==> src/src_pkg.sv <==
// Package: register map, field layout and modes of the SYSREF capture control
package src_pkg;

  // ---------------------------------------------------------------
  // Register addresses on the control port
  // ---------------------------------------------------------------
  localparam int unsigned ADDR_W = 15;
  localparam logic [14:0] ADDR_MODE_CTRL  = 15'h0120; // Mode control
  localparam logic [14:0] ADDR_NSHOT_CTRL = 15'h0121; // N-shot ignore
  localparam logic [14:0] ADDR_SKEW_CTRL  = 15'h0122; // Skew windows
  localparam logic [14:0] ADDR_EVT_COUNT  = 15'h012a; // Event counter

  // ---------------------------------------------------------------
  // Field positions
  // ---------------------------------------------------------------
  localparam int unsigned BIT_FLAG_RST  = 6; // Counter held in reset
  localparam int unsigned BIT_FALL_TRAN = 4; // Transition polarity
  localparam int unsigned BIT_FALL_EDGE = 3; // Converter clock edge
  localparam int unsigned MODE_HI       = 2; // Mode field top
  localparam int unsigned MODE_LO       = 1; // Mode field bottom
  localparam int unsigned IGN_HI        = 3; // Ignore count top
  localparam int unsigned NEG_HI        = 3; // Negative window top
  localparam int unsigned NEG_LO        = 2; // Negative window bottom
  localparam int unsigned POS_HI        = 1; // Positive window top

  // Register reset values
  localparam logic [7:0] RST_REG = 8'h00;

  // Writable bit masks; reserved bits always read back as zero
  localparam logic [7:0] MASK_MODE   = 8'h5e; // Flag, polarity, edge, mode
  localparam logic [7:0] MASK_NIBBLE = 8'h0f; // Low nibble registers

  // Lookahead depth equals the widest skew window in sample clocks
  localparam int unsigned LOOK = 3;

  // Capture modes
  typedef enum logic [1:0] {
    SRC_MODE_OFF  = 2'b00,
    SRC_MODE_CONT = 2'b01,
    SRC_MODE_NSHOT = 2'b10
  } src_mode_e;

  // Decoded configuration carried to the capture logic
  typedef struct packed {
    logic       fallTran; // Accept high-to-low transitions
    logic       fallEdge; // Sample on falling converter clock edge
    logic [1:0] mode;     // Capture mode field
    logic [3:0] ignore;   // Transitions skipped in N-shot mode
    logic [1:0] negWin;   // Negative skew window
    logic [1:0] posWin;   // Positive skew window
  } src_cfg_s;

endpackage

==> src/src_edge_sampler.sv <==
// Sampler: synchronises the pins and finds valid reference transitions
`timescale 1ns/1ps
module src_edge_sampler
  import src_pkg::*;
(
  input  wire logic core_clk,   // System clock
  input  wire logic reset,      // Synchronous reset, active high
  input  wire logic sysrefPin,  // Timing reference pin
  input  wire logic convClkPin, // Converter clock pin
  input  wire logic fallEdge,   // Sample on falling converter edge
  input  wire logic fallTran,   // Accept high-to-low transitions
  output logic      sampleStep, // One pulse per chosen converter edge
  output logic      validEvt    // Valid transition seen this step
);

  // ---------------------------------------------------------------
  // Synchronisers and history
  // ---------------------------------------------------------------
  logic [1:0] refSync_q, refSync_d; // Reference two-flop chain
  logic [1:0] clkSync_q, clkSync_d; // Converter clock two-flop chain
  logic       clkPrev_q, clkPrev_d; // Last synchronised clock level
  logic       refNow_q,  refNow_d;  // Reference at the latest step

  // Next values: edge of the chosen polarity opens a sample step
  always_comb begin
    refSync_d  = {refSync_q[0], sysrefPin};
    clkSync_d  = {clkSync_q[0], convClkPin};
    clkPrev_d  = clkSync_q[1];
    // Rising edge when select low, falling when high
    sampleStep = fallEdge ? (clkPrev_q & ~clkSync_q[1])
                          : (~clkPrev_q & clkSync_q[1]);
    refNow_d   = refNow_q;
    if (sampleStep) begin
      refNow_d  = refSync_q[1];
    end
  end

  // Registers
  always_ff @(posedge core_clk) begin
    if (reset) begin
      refSync_q <= 2'b00;
      clkSync_q <= 2'b00;
      clkPrev_q <= 1'b0;
      refNow_q  <= 1'b0;
    end else begin
      refSync_q <= refSync_d;
      clkSync_q <= clkSync_d;
      clkPrev_q <= clkPrev_d;
      refNow_q  <= refNow_d;
    end
  end

  // Polarity of a valid transition follows the select bit
  always_comb begin
    validEvt = sampleStep &
               (fallTran ? (refNow_q & ~refSync_q[1])
                         : (~refNow_q & refSync_q[1]));
  end

endmodule

==> src/src_capture_ctrl.sv <==
// Capture control: registers, skew windows, modes and event counter
`timescale 1ns/1ps
module src_capture_ctrl
  import src_pkg::*;
(
  input  wire logic              core_clk,   // System clock, 50 MHz
  input  wire logic              reset,      // Synchronous reset
  input  wire logic              sysrefPin,  // Timing reference pin
  input  wire logic              convClkPin, // Converter clock pin
  input  wire logic              alignTick,  // Intended sample clock
  input  wire logic [ADDR_W-1:0] regAddr,    // Register address
  input  wire logic              regWr,      // Write strobe
  input  wire logic [7:0]        regWrData,  // Write data
  input  wire logic              regRd,      // Read strobe
  output logic [7:0]             regRdData,  // Read data, next cycle
  output logic                   captureEvt, // Accepted capture pulse
  output logic                   captureOn   // Capture still armed
);

  // ---------------------------------------------------------------
  // Register file
  // ---------------------------------------------------------------
  logic [7:0] modeReg_q,  modeReg_d;  // Mode control register
  logic [7:0] nshotReg_q, nshotReg_d; // N-shot ignore register
  logic [7:0] skewReg_q,  skewReg_d;  // Skew window register
  logic [7:0] rdData_q,   rdData_d;   // Read data holding flop
  logic       modeWr;                 // Mode register written
  logic [7:0] evtCnt_q,   evtCnt_d;   // Captured event counter
  src_cfg_s   cfg;                    // Decoded configuration

  // Decode writes; reserved bits are kept at zero
  always_comb begin
    modeReg_d  = modeReg_q;
    nshotReg_d = nshotReg_q;
    skewReg_d  = skewReg_q;
    modeWr     = 1'b0;
    if (regWr) begin
      unique case (regAddr)
        ADDR_MODE_CTRL: begin
          modeReg_d = regWrData & MASK_MODE;
          modeWr    = 1'b1;
        end
        ADDR_NSHOT_CTRL: begin
          nshotReg_d = regWrData & MASK_NIBBLE;
        end
        ADDR_SKEW_CTRL: begin
          skewReg_d = regWrData & MASK_NIBBLE;
        end
        default: begin
          // Unmapped or read-only: write ignored
          modeWr = 1'b0;
        end
      endcase
    end
  end

  // Read mux; unmapped addresses read as zero
  always_comb begin
    rdData_d = rdData_q;
    if (regRd) begin
      unique case (regAddr)
        ADDR_MODE_CTRL:  rdData_d = modeReg_q;
        ADDR_NSHOT_CTRL: rdData_d = nshotReg_q;
        ADDR_SKEW_CTRL:  rdData_d = skewReg_q;
        ADDR_EVT_COUNT:  rdData_d = evtCnt_q;
        default:         rdData_d = 8'h00;
      endcase
    end
  end

  // Register storage
  always_ff @(posedge core_clk) begin
    if (reset) begin
      modeReg_q  <= RST_REG;
      nshotReg_q <= RST_REG;
      skewReg_q  <= RST_REG;
      rdData_q   <= RST_REG;
    end else begin
      modeReg_q  <= modeReg_d;
      nshotReg_q <= nshotReg_d;
      skewReg_q  <= skewReg_d;
      rdData_q   <= rdData_d;
    end
  end

  assign regRdData = rdData_q;

  // Field decode into the configuration carrier
  always_comb begin
    cfg.fallTran = modeReg_q[BIT_FALL_TRAN];
    cfg.fallEdge = modeReg_q[BIT_FALL_EDGE];
    cfg.mode     = modeReg_q[MODE_HI:MODE_LO];
    cfg.ignore   = nshotReg_q[IGN_HI:0];
    cfg.negWin   = skewReg_q[NEG_HI:NEG_LO];
    cfg.posWin   = skewReg_q[POS_HI:0];
  end

  // ---------------------------------------------------------------
  // Pin sampling
  // ---------------------------------------------------------------
  logic sampleStep; // Chosen converter edge seen
  logic validEvt;   // Valid transition on this step
  logic tickSync1_q, tickSync2_q; // Tick synchroniser

  // Polarity changes are only safe with capture disabled
  src_edge_sampler uSampler (
    .core_clk   (core_clk),
    .reset      (reset),
    .sysrefPin  (sysrefPin),
    .convClkPin (convClkPin),
    .fallEdge   (cfg.fallEdge),
    .fallTran   (cfg.fallTran),
    .sampleStep (sampleStep),
    .validEvt   (validEvt)
  );

  // Tick comes from the pin side, so two flops first
  always_ff @(posedge core_clk) begin
    if (reset) begin
      tickSync1_q <= 1'b0;
      tickSync2_q <= 1'b0;
    end else begin
      tickSync1_q <= alignTick;
      tickSync2_q <= tickSync1_q;
    end
  end

  // ---------------------------------------------------------------
  // Skew windows
  // ---------------------------------------------------------------
  logic [LOOK:0] evtHist_q,  evtHist_d;  // Events per sample step
  logic [LOOK:0] tickHist_q, tickHist_d; // Ticks per sample step
  logic [2:0]    since_q,    since_d;    // Steps since delayed tick
  logic          negHit;                 // Tick follows within window
  logic          posHit;                 // Tick precedes within window
  logic          winEvt;                 // Event surviving windows

  // Events are delayed by the widest window so later ticks are known
  always_comb begin
    evtHist_d  = evtHist_q;
    tickHist_d = tickHist_q;
    since_d    = since_q;
    negHit     = 1'b0;
    posHit     = 1'b0;
    // Tick up to negWin steps after the event: discard
    for (int j = 1; j <= LOOK; j++) begin
      if (j <= int'(cfg.negWin) && tickHist_q[LOOK-j]) begin
        negHit = 1'b1;
      end
    end
    // Tick 1..posWin steps before the event: ignore
    if (!tickHist_q[LOOK] && since_q != 3'd0 &&
        since_q <= {1'b0, cfg.posWin}) begin
      posHit = 1'b1;
    end
    // Window zero leaves both hits clear: no tolerance given
    winEvt = sampleStep & evtHist_q[LOOK] & ~negHit & ~posHit;
    if (sampleStep) begin
      evtHist_d  = {evtHist_q[LOOK-1:0], validEvt};
      tickHist_d = {tickHist_q[LOOK-1:0], tickSync2_q};
      // Age of the last tick seen by the delayed stream, saturating
      if (tickHist_q[LOOK]) begin
        since_d = 3'd1;
      // Saturate past the widest window so an old tick never matches
      end else if (since_q != 3'd0 && since_q != 3'(LOOK + 1)) begin
        since_d = since_q + 3'd1;
      end
    end
  end

  // Window history registers
  always_ff @(posedge core_clk) begin
    if (reset) begin
      evtHist_q  <= '0;
      tickHist_q <= '0;
      since_q    <= 3'd0;
    end else begin
      evtHist_q  <= evtHist_d;
      tickHist_q <= tickHist_d;
      since_q    <= since_d;
    end
  end

  // ---------------------------------------------------------------
  // Capture modes
  // ---------------------------------------------------------------
  logic [3:0] skipLeft_q, skipLeft_d; // Transitions still to skip
  logic       done_q,     done_d;     // N-shot has fired
  logic       capEvt_q,   capEvt_d;   // Registered capture pulse

  // Mode sequencing; any mode write rearms N-shot
  always_comb begin
    skipLeft_d = skipLeft_q;
    done_d     = done_q;
    capEvt_d   = 1'b0;
    evtCnt_d   = evtCnt_q;
    if (modeWr) begin
      skipLeft_d = cfg.ignore;
      done_d     = 1'b0;
      if (regAddr == ADDR_MODE_CTRL) begin
        skipLeft_d = nshotReg_q[IGN_HI:0];
      end
    end else if (winEvt) begin
      unique case (cfg.mode)
        SRC_MODE_CONT: begin
          capEvt_d = 1'b1;
        end
        SRC_MODE_NSHOT: begin
          if (!done_q) begin
            if (skipLeft_q != 4'd0) begin
              skipLeft_d = skipLeft_q - 4'd1;
            end else begin
              capEvt_d = 1'b1;
              done_d   = 1'b1;
            end
          end
        end
        default: begin
          // Disabled or reserved code: nothing captured
          capEvt_d = 1'b0;
        end
      endcase
    end
    // Counter wraps naturally at its width; flag reset holds it
    if (modeReg_q[BIT_FLAG_RST]) begin
      evtCnt_d = 8'h00;
    end else if (capEvt_d) begin
      evtCnt_d = evtCnt_q + 8'h01;
    end
  end

  // Mode state registers
  always_ff @(posedge core_clk) begin
    if (reset) begin
      skipLeft_q <= 4'd0;
      done_q     <= 1'b0;
      capEvt_q   <= 1'b0;
      evtCnt_q   <= 8'h00;
    end else begin
      skipLeft_q <= skipLeft_d;
      done_q     <= done_d;
      capEvt_q   <= capEvt_d;
      evtCnt_q   <= evtCnt_d;
    end
  end

  // Outputs
  assign captureEvt = capEvt_q;
  assign captureOn  = (cfg.mode == SRC_MODE_CONT) |
                      ((cfg.mode == SRC_MODE_NSHOT) & ~done_q);

endmodule

==> config.mk <==
export PLATFORM = sky130hd
export DESIGN_NAME = src_capture_ctrl
export DESIGN_NICKNAME = d
export VERILOG_FILES = /design/src/src_pkg.sv /design/src/src_edge_sampler.sv /design/src/src_capture_ctrl.sv
export SDC_FILE = /design/constraint.sdc
export NUM_CORES = 1
export LEC_CHECK = 0
export ABC_CLOCK_PERIOD_IN_PS = 2900
export BUFFER_PORTS_ARGS = -buffer_cell sky130_fd_sc_hd__buf_2
export CAP_MARGIN = 20
export CORE_ASPECT_RATIO = 0.8
export CORE_MARGIN = 5
export CORE_UTILIZATION = 56
export DETAILED_ROUTE_END_ITERATION = 10
export PLACE_DENSITY = 0.82
export SLEW_MARGIN = 20
export SYNTH_ARGS = -nofsm -noshare
export SYNTH_HDL_FRONTEND = slang
export SYNTH_HIERARCHICAL = 1
export SYNTH_SLANG_ARGS = --single-unit
==> constraint.sdc <==
create_clock -name core_clk -period 2.9 [get_ports core_clk]
set_clock_uncertainty 0.05 [all_clocks]
set_input_delay 0.435 -clock core_clk [delete_from_list [all_inputs] [get_ports core_clk]]
set_output_delay 0.435 -clock core_clk [all_outputs]
set_load 0.02 [all_outputs]
# Word-level counts from Yosys, hierarchy flattened
# Index checks and enable logic that the tools add are counted.
[op_classes] addsub=3 n_lt_le_gt_ge=4 eq_ne=8 n_mux=22 n_bitwise=17 n_reduce_logical=21
[op_table] cell="$eq A15 B9 Y1 const B" n=4
[op_table] cell="$pmux W8 S4" n=1
[op_table] cell="$mux W4" n=5
[op_table] cell="$mux W1" n=13
[op_table] cell="$reduce_and A2 Y1" n=5
[op_table] cell="$and A1 B1 Y1" n=9
[op_table] cell="$add A8 B1 Y8 const B" n=1
[op_table] cell="$reduce_bool A2 Y1" n=4
[op_table] cell="$not A1 Y1" n=7
[op_table] cell="$logic_and A1 B1 Y1" n=6
[op_table] cell="$mux W3" n=2
[op_table] cell="$le A2 B2 Y1 const A" n=2
[op_table] cell="$reduce_and A4 Y1" n=1
[op_table] cell="$reduce_bool A4 Y1" n=1
[op_table] cell="$reduce_or A2 Y1" n=2
[op_table] cell="$sub A4 B1 Y4 const B" n=1
[op_table] cell="$add A3 B1 Y3 const B" n=1
[op_table] cell="$le A3 B2 Y1" n=1
[op_table] cell="$ne A3 B3 Y1 const B" n=1
[op_table] cell="$reduce_bool A3 Y1" n=1
[op_table] cell="$eq A2 B1 Y1 const B" n=1
[op_table] cell="$eq A2 B2 Y1 const B" n=1
[op_table] cell="$le A1 B2 Y1 const A" n=1
[op_table] cell="$ne A2 B2 Y1 const B" n=1
[op_table] cell="other kinds (3)" n=3
[totals] register_bits=54 input_bits=30 output_inout_bits=10 wordCells=92

# Depth between registers and ports, before layout
[logic_depth] ltp_word=10 ltp_mapped=8 depth_no_buf=7

# Modules after synthesis
# The synthesis kept the hierarchy.
[by_module_without_submodules] module="src_capture_ctrl" n_inst=1 cells_per_inst=272 area_each_um2=2368.5 seq_area_each_um2=960.9
[by_module_without_submodules] module="src_edge_sampler" n_inst=1 cells_per_inst=21 area_each_um2=220.2 seq_area_each_um2=120.1

# Worst setup path after synthesis
# No wires, ideal clock.
[synth_timing] path_kind="flip-flop to flip-flop" start="register skewReg_q[1]" end="register skipLeft_q[1]" setup_ps=62 arrival_time_ps=1949 required_time_ps=2788 path_slack_ps=839 stages_incl_launch_ff=8 path_buffers=0 period_less_slack_ps=2061 cell_sequence="dfxtp_1 inv_1 ha_1 nor2b_1 o21ai_1 a2111oi_2 or4b_1 nand3_1"
[synth_via] elab_chain_len=7
[synth_rtl] item="start, declared" line="src_capture_ctrl.sv:25" source="logic [7:0] skewReg_q, skewReg_d;"
[synth_rtl] item="start signal, assigned" line="src_capture_ctrl.sv:81" source="skewReg_q <= skewReg_d;"
[synth_rtl] item="$le A3 B2 Y1" line="src_capture_ctrl.sv:153" source="since_q <= {1'b0, cfg.posWin}) begin"
[synth_rtl] item="$logic_and A1 B1 Y1" line="src_capture_ctrl.sv:152" source="if (!tickHist_q[LOOK] && since_q != 3'd0 &&"
[synth_rtl] item="$mux W1" line="src_capture_ctrl.sv:152"
[synth_rtl] item="$not A1 Y1" line="src_capture_ctrl.sv:157" source="winEvt = sampleStep & evtHist_q[LOOK] & ~negHit & ~posHit;"
[synth_rtl] item="$and A1 B1 Y1" line="src_capture_ctrl.sv:157"
[synth_rtl] item="$reduce_bool A2 Y1 (no source line)"
[synth_rtl] item="$reduce_and A4 Y1 (no source line)"
[synth_rtl] item="end signal, assigned" line="src_capture_ctrl.sv:240" source="skipLeft_q <= skipLeft_d;"
[synth_rtl] item="end, declared" line="src_capture_ctrl.sv:187" source="logic [3:0] skipLeft_q, skipLeft_d;"
# No other way between the ends.
# A chain may end at the register's enable or synchronous reset.

# Worst setup path after layout
[layout_timing] start="register skipLeft_q[0]" end="register evtCnt_q[5]"
[layout_via] elab_chain_len=6
[layout_rtl] item="$reduce_bool A4 Y1" line="src_capture_ctrl.sv:210" source="if (skipLeft_q != 4'd0) begin"
[layout_rtl] item="$mux W1" line="src_capture_ctrl.sv:210"
[layout_rtl] item="$mux W1" line="src_capture_ctrl.sv:209" source="if (!done_q) begin"
[layout_rtl] item="$pmux W1 S2" line="src_capture_ctrl.sv:204" source="unique case (cfg.mode)"
[layout_rtl] item="$mux W1" line="src_capture_ctrl.sv:203" source="end else if (winEvt) begin"
[layout_rtl] item="$mux W1" line="src_capture_ctrl.sv:197" source="if (modeWr) begin"
[layout_rtl] item="end signal, assigned" line="src_capture_ctrl.sv:243" source="evtCnt_q <= evtCnt_d;"
[layout_rtl] item="end, declared" line="src_capture_ctrl.sv:28" source="logic [7:0] evtCnt_q, evtCnt_d;"
# No other way between the ends.

==> run metrics <==
status=finished, final reports clean; Max-slew headroom=0.491; max_cap viols=0; Largest stage delay, worst path=~0.5 ns; Synth top area share=0.418; footprint of the multi-input gates=1400 µm²; most frequent cells in the layout=dfxtp_1 (54), buf_2 (37), nor2_1 (32); wire length on met1=about 2600 µm; total of warnings raised by yosys=6; global-route wire length before repair=just over 9000 µm; RSZ-0062 raised after global routing=false; drt pass-1 iters=4; Via Count=2213; CTS Hold Bufs=0; Overall Power=approximately 0.0012 W; met2 WL=between 2000 and 2500 µm; Routability Congestion=0.802; fmax=approximately 0.43 GHz; hold_sp=alignTick; pin count of the biggest net entering global routing=34; Critical Path AT=roughly 2.5 ns; Primary FF master, synth=dfxtp_1; clock buffer depth=2; Root Buffer Master=clkbuf_8; share of layout cells above drive strength 1=0.185; WHS Path Cells=2; CP Class=reg2reg; cell count after synthesis=~290; total track usage=0.189; Final Critical Period=approximately 2.3 ns; R2R depth=7; grt ovf=0; FF+latch area=roughly 1100 µm²; initial antenna violation count=0; post_cts resized=0; drt total wl=~5500 µm; row count=22; vias per cell=approximately 5.7; WL/cell=between 10 and 15 µm; worst reg2reg setup slack=0.56 ns; final core occ=0.645; # fillers=390; clock sinks=54; die area=~6100 µm²; Skew-Pair Late Insertion Delay=a little over 0.3 ns; Residual DRC=0; FFs w/ async S/R, synth=0; synth top area cells=dfxtp_1 (42%), mux2i_1 (8.5%), nor2_1 (4.6%); die outline width=approximately 86 µm; critical path's slowest cell=a2111o_1; Nets=around 370; Yosys cell types=48; chip height=roughly 71 µm; post-synthesis sequential area ratio=0.418; IO Pins=40; sequence of cells on the critical path=inv_1 -> ha_1 -> nor3b_2 -> a31oi_1 -> a2111o_1 -> or4_1 -> a21oi_1; WHS Endpoint=tickSync1_q; Clk pin slew, worst setup/hold paths=0.10 ns; R2R Path Start=skipLeft_q[0]; CTS tree=done; commonest non-fill, non-tap cell in the layout=dfxtp_1; vias in the first global route=1980; crit share post-route=0.808; Post-CTS Setup Inserts=0; Setup TNS=0 ns; ant diodes=0; Final setup viols=0; Synth Register Bits=54; worst-path fanout max=8; P_leak=around 1.2 nW; Fin. Hold Viols=0; Post-synth EDFFs=0; highest routed layer=met4; RR Endpoint=evtCnt_q[5]; H-tree depth=2; worst-margin pin slew=~0.76 ns; IO buf count=37; Synth Area per Inst=between 8 and 9 µm²; area grow syn2layout=13.2%; syn nets=332; pwr dens=425 nW/µm²; fin. max-slew vios=0; Initial Util=0.570; Detailed Route Iter0 Violations=around 160; Critical Path RT=roughly 3.1 ns; VDD IR max=0.000320 V; Final ANT Viol Nets=0; core area=approximately 4500 µm²; wire length on met3=around 400 µm; Crit. End Element=register; CTS buffer count=5; CP Launch Type=register; HPWL Detailed=~4100 µm; Synth area leader=dfxtp_1; post-synthesis instance area=2590 µm²; Min-Delay Path Class=in2reg
## sequential cells by signal (all words and copies together), names as in the netlist, 2 cells and up
signal	flops
tickHist_q	4
since_q	3
uSampler/refSync_q	2
regRdData	8
evtHist_q	4
nshotReg_q	4
evtCnt_q	8
uSampler/clkSync_q	2
skipLeft_q	4
skewReg_q	4
modeReg_q	5
## worst max path at each step
stage | start | endpoint | slack, ns | cells after the start
3_3_place_gp | regAddr[10] | skewReg_q[0] | 0.60 | 6
3_5_place_dp | regAddr[10] | skewReg_q[2] | 0.55 | 6
2_1_floorplan | skewReg_q[1] | skipLeft_q[1] | 0.84 | 7
4_1_cts | skipLeft_q[0] | evtCnt_q[5] | 0.55 | 7
5_1_grt | skipLeft_q[0] | evtCnt_q[5] | 0.39 | 7
6_report | skipLeft_q[0] | evtCnt_q[5] | 0.56 | 7
## critical path: cells and delay by family (launching register included)
kind | cells | cell delay, ns
AO/OA/AOI/OAI | 3 | 0.87
adder cells (fa/ha/maj) | 1 | 0.14
buffers and inverters | 1 | 0.09
flip-flops | 1 | 0.34
AND/OR/NAND/NOR | 2 | 0.79
## cell type report
type                       count  share of cell area
clock buffer                   6              0.0282
multi-input combinational    212               0.479
clock inverter                 2             0.00427
inverter                      12              0.0154
timing repair buffer          43              0.0786
sequential                    54               0.369
tap                           60              0.0256
## power by group
group / total [W] / switching [W] / leakage (nW) / internal (W)
sequential: 0.000747 / 0.00000183 / 0.436 / 0.000745
combinational: 0.0000662 / 0.0000372 / 0.669 / 0.0000290
clock: 0.000433 / 0.000241 / 0.0472 / 0.000192
## cell families after synthesis
kind of cell               Yosys count  share of synthesized area
AOI/OAI and AO/OA                   59                      0.151
xor gates and xnor gates             1                    0.00338
adders and majority gates            9                     0.0435
buffers and inverters               27                     0.0401
DFF                                 54                      0.418
muxes                               23                     0.0894
and+or+nand+nor                    120                      0.255
## cell usage after synthesis (3+ instances only)
cell       n
nand2b_1   7
a21oi_1   19
mux2i_1   22
or3_1      3
o21ai_0   10
a22o_1     3
buf_1      5
ha_1       9
inv_1     12
nand3_1    6
clkbuf_1   8
nand2_1   24
nor4_1     3
o22ai_1    3
nor2b_1   12
nor3_1     5
a211oi_1   3
nor2_1    32
a31oi_1    6
nand4_1    4
or4_1      3
dfxtp_1   54
## routing by layer
| layer | global-route usage | vias to the layer above |
|---|---|---|
| li1 | - | 1117 |
| met1 | 0.265 | 1021 |
| met2 | 0.287 | 67 |
| met3 | 0.0489 | 8 |
| met4 | 0.0527 | 0 |
| met5 | 0 | - |
## through the flow
step                      worst slack [ns]  std cells  instance area, µm²  hold WS, ns
final                                0.557        389                2930        0.283
after floorplan                      0.839        293                2590        0.364
after detailed placement             0.554        381                2840        0.380
after global routing                 0.390        389                2930        0.280
after CTS                            0.550        389                2930        0.279
after global placement               0.599        381                2840        0.367
Power figures use the tool's default switching activity.
